===== config.mk =====
export PLATFORM = sky130hd
export DESIGN_NAME = switch_driver_control_flat
export DESIGN_NICKNAME = d
export VERILOG_FILES = /design/src/switch_driver_pkg.sv /design/src/switch_link_if.sv /design/src/switch_driver_control.sv /design/src/flat_wrapper.sv
export SDC_FILE = /design/constraint.sdc
export NUM_CORES = 1
export LEC_CHECK = 0
export BUFFER_PORTS_ARGS = -buffer_cell sky130_fd_sc_hd__buf_2
export CORE_AREA = 2 2 40 78
export DETAILED_ROUTE_END_ITERATION = 7
export DIE_AREA = 0 0 42 80
export PLACE_DENSITY = 0.76
export SLEW_MARGIN = 15
export SYNTH_ARGS = -nofsm -noshare
export SYNTH_HDL_FRONTEND = slang
export SYNTH_SLANG_ARGS = --single-unit

===== constraint.sdc =====
create_clock -name clk_sys_i -period 1.2 [get_ports clk_sys_i]
set_input_delay 0.24 -clock clk_sys_i [delete_from_list [all_inputs] [get_ports clk_sys_i]]
set_output_delay 0.24 -clock clk_sys_i [all_outputs]
set_load 0.02 [all_outputs]

===== src/switch_driver_pkg.sv =====
// Shared constants for the switch driver control block and its controller
package switch_driver_pkg;
  // Register addresses on the serial register link (4-bit address)
  localparam logic [3:0] ADDR_MODE_CONTROL = 4'h0;
  localparam logic [3:0] ADDR_HIGH_SIDE    = 4'h7;
  localparam logic [3:0] ADDR_LOW_SIDE     = 4'h8;
  localparam logic [3:0] ADDR_IRQ          = 4'hD;
  // Control register fields: [0] enable 1, [1] enable 2, [2] gate 1, [3] gate 2
  localparam int EN1_BIT   = 0;
  localparam int EN2_BIT   = 1;
  localparam int GATE1_BIT = 2;
  localparam int GATE2_BIT = 3;
  // Status fields: [0] open load 1, [1] open load 2, [2] limit 1, [3] limit 2
  localparam int OL1_BIT = 0;
  localparam int OL2_BIT = 1;
  localparam int CL1_BIT = 2;
  localparam int CL2_BIT = 3;
  // Mode control fields
  localparam int HV_SHUTDOWN_EN_BIT = 3;
  localparam int MODE_HI_BIT        = 1;
  localparam int MODE_LO_BIT        = 0;
  // Mode encoding
  localparam logic [1:0] MODE_NORMAL = 2'h0;
  localparam logic [1:0] MODE_SLEEP  = 2'h1;
  localparam logic [1:0] MODE_STOP   = 2'h2;
  // Interrupt source and mask fields
  localparam int HS_IRQ_BIT = 1;
  localparam int LS_IRQ_BIT = 0;
  localparam logic [3:0] CTRL_RESET = 4'h0;
  localparam logic [3:0] MASK_RESET = 4'h0;
  // Controller register map: byte offsets on the software port
  localparam logic [3:0] OFS_CMD    = 4'h0;
  localparam logic [3:0] OFS_STATUS = 4'h4;
  localparam logic [3:0] OFS_DATA   = 4'h8;
  localparam logic [3:0] OFS_IRQ    = 4'hC;
  localparam int CMD_WRITE_BIT = 8;
  localparam int BUSY_BIT      = 4;
endpackage


===== src/switch_link_if.sv =====
// Interface joining the switch driver block and its controller
`timescale 1ns/100ps
`default_nettype none
interface switch_link_if;
  logic       wr;
  logic       rd;
  logic [3:0] addr;
  logic [3:0] wdata;
  logic [3:0] rdata;
  logic       modulation_input_pin;
  logic       irq_n;
  logic       reset_pin_n;
  modport device (
    input  wr, rd, addr, wdata, modulation_input_pin, reset_pin_n,
    output rdata, irq_n
  );
  modport host (
    output wr, rd, addr, wdata, modulation_input_pin, reset_pin_n,
    input  rdata, irq_n
  );
endinterface
`default_nettype wire


===== src/switch_driver_control.sv =====
// Device end: high and low side switch control, protection and interrupt
//
// The address-and-strobe port and the register offsets are this design's own decisions.
`timescale 1ns/100ps
`default_nettype none
module switch_driver_control (
  // Clock, reset, enable
  input  wire logic clk_sys_i,
  input  wire logic rst_n_i,
  input  wire logic clk_en_i,
  // Link to controller
  switch_link_if.device link,
  // Analog sense inputs, bit 0 is output 1
  input  wire logic [1:0] hs_open_load_i,
  input  wire logic [1:0] hs_current_limit_i,
  input  wire logic       hs_over_temp_i,
  input  wire logic [1:0] ls_open_load_i,
  input  wire logic [1:0] ls_current_limit_i,
  input  wire logic       ls_over_temp_i,
  input  wire logic       supply_high_voltage_i,
  // Switch drives
  output logic            high_side_out_1_o,
  output logic            high_side_out_2_o,
  output logic            low_side_out_1_o,
  output logic            low_side_out_2_o
);
  logic [3:0] high_side_control_reg_r;
  logic [3:0] low_side_control_reg_r;
  logic [3:0] mode_control_reg_r;
  logic [3:0] interrupt_mask_reg_r;
  logic [1:0] interrupt_source_reg_r;
  logic       hs_shutdown_r;
  logic       ls_shutdown_r;
  logic       irq_pending_r;
  logic [3:0] rdata_r;
  logic [1:0] hs_drive;
  logic [1:0] ls_drive;
  logic [3:0] hs_status;
  logic [3:0] ls_status;
  logic       wr_hs;
  logic       wr_ls;
  logic       hv_trip;
  logic       low_power;
  logic [1:0] irq_event;
  logic [1:0] irq_enabled;
  logic       hs_hot_d_r;
  logic       ls_hot_d_r;

  assign wr_hs = link.wr && (link.addr == switch_driver_pkg::ADDR_HIGH_SIDE);
  assign wr_ls = link.wr && (link.addr == switch_driver_pkg::ADDR_LOW_SIDE);
  assign hv_trip = mode_control_reg_r[switch_driver_pkg::HV_SHUTDOWN_EN_BIT]
                   && supply_high_voltage_i;
  assign low_power = mode_control_reg_r[switch_driver_pkg::MODE_HI_BIT:
                                        switch_driver_pkg::MODE_LO_BIT]
                     != switch_driver_pkg::MODE_NORMAL;

  // Per-output drive: enable, optionally gated by the modulation pin
  genvar g;
  generate
    for (g = 0; g < 2; g++) begin : g_drive
      assign hs_drive[g] = high_side_control_reg_r[switch_driver_pkg::EN1_BIT + g]
                           && (!high_side_control_reg_r[switch_driver_pkg::GATE1_BIT + g]
                               || link.modulation_input_pin);
      assign ls_drive[g] = low_side_control_reg_r[switch_driver_pkg::EN1_BIT + g]
                           && (!low_side_control_reg_r[switch_driver_pkg::GATE1_BIT + g]
                               || link.modulation_input_pin);
    end
  endgenerate

  // Control registers
  always_ff @(posedge clk_sys_i) begin
    if (!rst_n_i) begin
      high_side_control_reg_r <= switch_driver_pkg::CTRL_RESET;
      low_side_control_reg_r  <= switch_driver_pkg::CTRL_RESET;
      mode_control_reg_r      <= switch_driver_pkg::CTRL_RESET;
      interrupt_mask_reg_r    <= switch_driver_pkg::MASK_RESET;
    end else if (clk_en_i && link.wr) begin
      case (link.addr)
        switch_driver_pkg::ADDR_HIGH_SIDE:    high_side_control_reg_r <= link.wdata;
        switch_driver_pkg::ADDR_LOW_SIDE:     low_side_control_reg_r  <= link.wdata;
        switch_driver_pkg::ADDR_MODE_CONTROL: mode_control_reg_r      <= link.wdata;
        switch_driver_pkg::ADDR_IRQ:          interrupt_mask_reg_r    <= link.wdata;
        default: ;
      endcase
    end
  end

  // Shutdown latches; a write only re-enables once the fault is gone
  // A write while the fault persists still stores its bits but re-enables nothing
  always_ff @(posedge clk_sys_i) begin
    if (!rst_n_i) begin
      hs_shutdown_r <= 1'b0;
      ls_shutdown_r <= 1'b0;
    end else if (clk_en_i) begin
      if (hs_over_temp_i || hv_trip) begin
        hs_shutdown_r <= 1'b1;
      end else if (wr_hs) begin
        hs_shutdown_r <= 1'b0;
      end
      if (ls_over_temp_i || hv_trip) begin
        ls_shutdown_r <= 1'b1;
      end else if (wr_ls) begin
        ls_shutdown_r <= 1'b0;
      end
    end
  end

  // High sides are not gated by mode so they may run cyclic sense in low power
  always_ff @(posedge clk_sys_i) begin
    if (!rst_n_i) begin
      high_side_out_1_o <= 1'b0;
      high_side_out_2_o <= 1'b0;
      low_side_out_1_o  <= 1'b0;
      low_side_out_2_o  <= 1'b0;
    end else if (clk_en_i) begin
      high_side_out_1_o <= hs_drive[0] && !hs_shutdown_r && !hs_over_temp_i && !hv_trip;
      high_side_out_2_o <= hs_drive[1] && !hs_shutdown_r && !hs_over_temp_i && !hv_trip;
      low_side_out_1_o  <= ls_drive[0] && !ls_shutdown_r && !ls_over_temp_i && !hv_trip
                           && !low_power;
      low_side_out_2_o  <= ls_drive[1] && !ls_shutdown_r && !ls_over_temp_i && !hv_trip
                           && !low_power;
    end
  end

  // High side thermal shutdown shows as every high side flag set; low side flags are not overridden
  // Flags are live levels, not sticky; software samples them by reading
  assign hs_status = hs_shutdown_r && hs_over_temp_i ? 4'hF :
                     {hs_current_limit_i, hs_open_load_i};
  assign ls_status = {ls_current_limit_i, ls_open_load_i};

  // Last cycle's overheat levels; an event is the first hot cycle, so an
  // overheat that starts under a high voltage latch is still reported
  always_ff @(posedge clk_sys_i) begin
    if (!rst_n_i) begin
      hs_hot_d_r <= 1'b0;
      ls_hot_d_r <= 1'b0;
    end else if (clk_en_i) begin
      hs_hot_d_r <= hs_over_temp_i;
      ls_hot_d_r <= ls_over_temp_i;
    end
  end

  // New events; reset pin low blocks interrupts
  assign irq_event[switch_driver_pkg::HS_IRQ_BIT] = hs_over_temp_i && !hs_hot_d_r;
  assign irq_event[switch_driver_pkg::LS_IRQ_BIT] = ls_over_temp_i && !ls_hot_d_r;
  assign irq_enabled[switch_driver_pkg::HS_IRQ_BIT] =
           interrupt_mask_reg_r[switch_driver_pkg::HS_IRQ_BIT];
  assign irq_enabled[switch_driver_pkg::LS_IRQ_BIT] =
           interrupt_mask_reg_r[switch_driver_pkg::LS_IRQ_BIT];

  always_ff @(posedge clk_sys_i) begin
    if (!rst_n_i) begin
      interrupt_source_reg_r <= 2'h0;
      irq_pending_r          <= 1'b0;
    end else if (clk_en_i) begin
      // Set wins over the acknowledging read
      if (link.rd && link.addr == switch_driver_pkg::ADDR_IRQ) begin
        interrupt_source_reg_r <= irq_event;
        irq_pending_r          <= 1'b0;
      end else begin
        interrupt_source_reg_r <= interrupt_source_reg_r | irq_event;
      end
      if (link.reset_pin_n && |(irq_event & irq_enabled)) begin
        irq_pending_r <= 1'b1;
      end
    end
  end

  assign link.irq_n = !irq_pending_r;

  // Read data one cycle after the read strobe
  // Unmapped and write-only addresses read as zero
  always_ff @(posedge clk_sys_i) begin
    if (!rst_n_i) begin
      rdata_r <= 4'h0;
    end else if (clk_en_i && link.rd) begin
      case (link.addr)
        switch_driver_pkg::ADDR_HIGH_SIDE: rdata_r <= hs_status;
        switch_driver_pkg::ADDR_LOW_SIDE:  rdata_r <= ls_status;
        switch_driver_pkg::ADDR_IRQ:       rdata_r <= {2'h0, interrupt_source_reg_r};
        default:                           rdata_r <= 4'h0;
      endcase
    end
  end
  assign link.rdata = rdata_r;
endmodule
`default_nettype wire


===== src/flat_wrapper.sv =====
// flat-port wrapper written by rule: the top's interface ports become plain ports
module switch_driver_control_flat 
  (clk_sys_i, rst_n_i, clk_en_i, hs_open_load_i, hs_current_limit_i, hs_over_temp_i, ls_open_load_i, ls_current_limit_i, ls_over_temp_i, supply_high_voltage_i, high_side_out_1_o, high_side_out_2_o, low_side_out_1_o, low_side_out_2_o, link_wr, link_rd, link_addr, link_wdata, link_modulation_input_pin, link_reset_pin_n, link_rdata, link_irq_n);
  switch_link_if link_i ();
  input  wire logic clk_sys_i;
  input  wire logic rst_n_i;
  input  wire logic clk_en_i;
  input  wire logic [1:0] hs_open_load_i;
  input  wire logic [1:0] hs_current_limit_i;
  input  wire logic hs_over_temp_i;
  input  wire logic [1:0] ls_open_load_i;
  input  wire logic [1:0] ls_current_limit_i;
  input  wire logic ls_over_temp_i;
  input  wire logic supply_high_voltage_i;
  output logic high_side_out_1_o;
  output logic high_side_out_2_o;
  output logic low_side_out_1_o;
  output logic low_side_out_2_o;
  input wire logic [$bits(link_i.wr)-1:0] link_wr;
  input wire logic [$bits(link_i.rd)-1:0] link_rd;
  input wire logic [$bits(link_i.addr)-1:0] link_addr;
  input wire logic [$bits(link_i.wdata)-1:0] link_wdata;
  input wire logic [$bits(link_i.modulation_input_pin)-1:0] link_modulation_input_pin;
  input wire logic [$bits(link_i.reset_pin_n)-1:0] link_reset_pin_n;
  output wire logic [$bits(link_i.rdata)-1:0] link_rdata;
  output wire logic [$bits(link_i.irq_n)-1:0] link_irq_n;
  assign link_i.wr = link_wr;
  assign link_i.rd = link_rd;
  assign link_i.addr = link_addr;
  assign link_i.wdata = link_wdata;
  assign link_i.modulation_input_pin = link_modulation_input_pin;
  assign link_i.reset_pin_n = link_reset_pin_n;
  assign link_rdata = link_i.rdata;
  assign link_irq_n = link_i.irq_n;
  switch_driver_control u_core (.clk_sys_i(clk_sys_i), .rst_n_i(rst_n_i), .clk_en_i(clk_en_i), .link(link_i), .hs_open_load_i(hs_open_load_i), .hs_current_limit_i(hs_current_limit_i), .hs_over_temp_i(hs_over_temp_i), .ls_open_load_i(ls_open_load_i), .ls_current_limit_i(ls_current_limit_i), .ls_over_temp_i(ls_over_temp_i), .supply_high_voltage_i(supply_high_voltage_i), .high_side_out_1_o(high_side_out_1_o), .high_side_out_2_o(high_side_out_2_o), .low_side_out_1_o(low_side_out_1_o), .low_side_out_2_o(low_side_out_2_o));
endmodule

==> impl_metrics.yaml <==
outcome:
  status: "completed"
timing:
  finalSetupViolCount: 0
  finClkSkew_ns: 0.00252
  fmax_ghz: 0.851
  worst_pin_slew_ns: 0.439
  slew_headroom_pct: 70.3
  final_max_slew_viol_count: 0
  hold_viol: 0
  rsz0062_at_grt: "true"
  tns_ns: 0
  timing.final.crit_share_pct: 97.9
  min_period_ns: 1.18
placed_design:
  io_buffers: 34
  place_congestion: 0.817
  dp_hpwl_mm: 2.54
  placed_cells: 208
layout:
  final_nets: 210
  syn_to_final_growth_pct: 23.4
  drive_gt1_share_pct: 34.4
  utilization_pct: 62.2
  final_cells: 212
  nFillCells: 239
  diodes: 0
detailed_routing:
  drt_iter0_markers: 26
  dr.pass1.iters: 4
  routedWlPerCell_microns: 15.6
  viasPerCell: 5.60
  drc: 0
  ant_nets: 0
  wirelength_mm: 3.30
  vias: 1188
synthesis:
  synth_top_area_cell: "dfxtp_1"
  synth.most_common_cell: "dfxtp_1"
  synthArstFlopShare_pct: 0
  yosysTopAreaCellShare_pct: 40.6
  synth-edff-count: 0
  yosysWarnings: 0
  synth_cells: 140
  yosys-top-cells-area: "dfxtp_1, nor2b_1, mux2i_1"
  syn-num-nets: 166
  ys_seq_area_share_pct: 40.6
  synth_cell_types: 40
  synth_flop_cell: "dfxtp_1"
  synthTopCellsByCount: "dfxtp_1, nor2b_1, mux2i_1"
  syn_avg_cell_area_sq_um: 9.86
  synth_area_sq_mm: 0.00138
  synth_seq_cells: 28
floorplanning:
  ios: 35
  die_w_microns: 42
  fp.coreArea_sq_mm: 0.00274
  initial_core_util_pct: 50.4
  fp.dieH_microns: 80
  num_rows: 27
  dieArea_sq_mm: 0.00336
worst_setup_path:
  cp_data_required_time_ns: 1.42
  crit_path_max_fanout: 3
  crit_path_end_kind: "flip-flop"
  crit_chain: "a21o_1 > nor4_2 > buf_4 > o2111ai_2 > a21boi_1"
  arrival_ns: 1.39
  crit_slowest_cell: "dfxtp_2"
  worstReg2RegEnd: "u_core.low_side_out_1_o"
  r2r_start: "u_core.mode_control_reg_r[3]"
  crit_type: "flip-flop to flip-flop"
  ff2ff_setup_slack_ns: 0.02
  cp-start-kind: "flip-flop"
  slowest_delay_ns: 0.34
  rr_worst_depth: 5
power:
  power_uw: 1790
  p_leak_uw: 0.000688
  ir_drop_v: 0.00101
  powerDensity_mw_per_mm2: 1050
clocking:
  post-cts-setup-buffers: 0
  tritoncts: "yes"
  cts_hold_buf: 0
  ctsHtreeMaxLevel: 1
  cts_buffer_depth: 2
  worstSkewPairLatency_ns: 0.28
  cts_buffers: 3
  cts.sinks: 28
  clockRootBuffer: "clkbuf_8"
  path_clk_slew_ns: 0.09
global_route:
  grt_max_degree: 30
  grt_use_total_pct: 20.4
  grt_pass1_wl_mm: 5.25
  overflow: 0
  grt_pass1_vias: 1256
  antenna_found_initial: 0
run:
  drv_cap: 0
min_path:
  min_to: "u_core.high_side_control_reg_r[2]"
  hold_start: "link_wdata[2]"
  hp-class: "primary input to flip-flop"
  min_path_cells: 3
==> how the worst max path moves through the flow <==
stage                                       from                                 to  cells past startpoint  slack (ns)
floorplan                           link_addr[2]  u_core.high_side_control_reg_r[0]                      5        0.07
finish              u_core.mode_control_reg_r[3]            u_core.low_side_out_1_o                      5        0.02
global route        u_core.mode_control_reg_r[3]            u_core.low_side_out_1_o                      5       -0.06
global placement                    link_addr[0]               u_core.link.rdata[3]                      5       -0.08
detailed placement                  link_addr[0]               u_core.link.rdata[2]                      5       -0.11
CTS                 u_core.mode_control_reg_r[3]            u_core.low_side_out_1_o                      5      -0.007
==> power by group <==
part	total, uW	internal (uW)	switching [uW]
Clock	593	295	298
Combinational	238	113	125
Sequential	959	946	13.6
==> cells by family after synthesis <==
group | share of synthesized area [%]
XOR/XNOR | 0.635
AO/OA/AOI/OAI | 19.6
AND/OR/NAND/NOR | 26.7
flip-flops | 40.6
multiplexers | 7.98
buffers and inverters | 4.53
==> per-stage QoR <==
stage / hold WS [ns] / setup slack [ns] / instance area [sq um]
floorplan: 0.375 / 0.0710 / 1380
CTS: 0.199 / -0.00726 / 1690
global route: 0.234 / -0.0649 / 1700
detailed placement: 0.455 / -0.113 / 1630
global placement: 0.445 / -0.0765 / 1630
finish: 0.197 / 0.0247 / 1700
==> layout by cell type (no fill, tap or decap), drive strengths merged, types with 2 or more instances in the layout <==
master	instances
a21boi	6
and2	2
nor4	2
clkbuf	4
o22a	2
nand4	2
nand2b	3
a32oi	3
o2111ai	2
nand2	9
nor2b	22
a22oi	7
o21ai	8
nor2	3
a21oi	5
nand3	3
nand4b	2
inv	4
dfxtp	28
buf	46
o2bb2ai	2
mux2i	11
==> registers in the layout, indices dropped and copies added (netlist names), 2 cells and up <==
name and flops:
u_core.interrupt_mask_reg_r 2, u_core.link.rdata 4, u_core.mode_control_reg_r 3, u_core.high_side_control_reg_r 4
u_core.low_side_control_reg_r 4, u_core.interrupt_source_reg_r 2
==> routing by layer <==
layer / vias to the layer above / track usage, % / routed length [microns]
met1: 553 / 21.0 / 1270
met4: 0 / 12.9 / 123
met5: - / 0 / 0
met2: 37 / 37.3 / 1770
li1: 587 / - / -
met3: 11 / 2.71 / 138
==> cell type report <==
cell class / count / area [sq um] / area share (%)
Clock buffer: 4 / 55.1 / 3.23
Multi-Input combinational cell: 101 / 774 / 45.5
Timing Repair Buffer: 46 / 260 / 15.3
Inverter: 4 / 15.0 / 0.882
Sequential cell: 28 / 562 / 33.0
Tap cell: 29 / 36.3 / 2.13
==> critical path: cells and delay by family (launching register included) <==
kind                   cells  cell delay, ns
and+or+nand+nor            1            0.16
DFF                        1            0.34
buffers and inverters      1            0.16
AOI/OAI and AO/OA          3            0.44
==> what timing repair did <==
action | CTS | global route
endpoints found under the setup margin | 1 | 4
pin swaps | 0 | 1
resized for setup | 2 | 2
No activity file was read; power rests on OpenSTA's default activity.
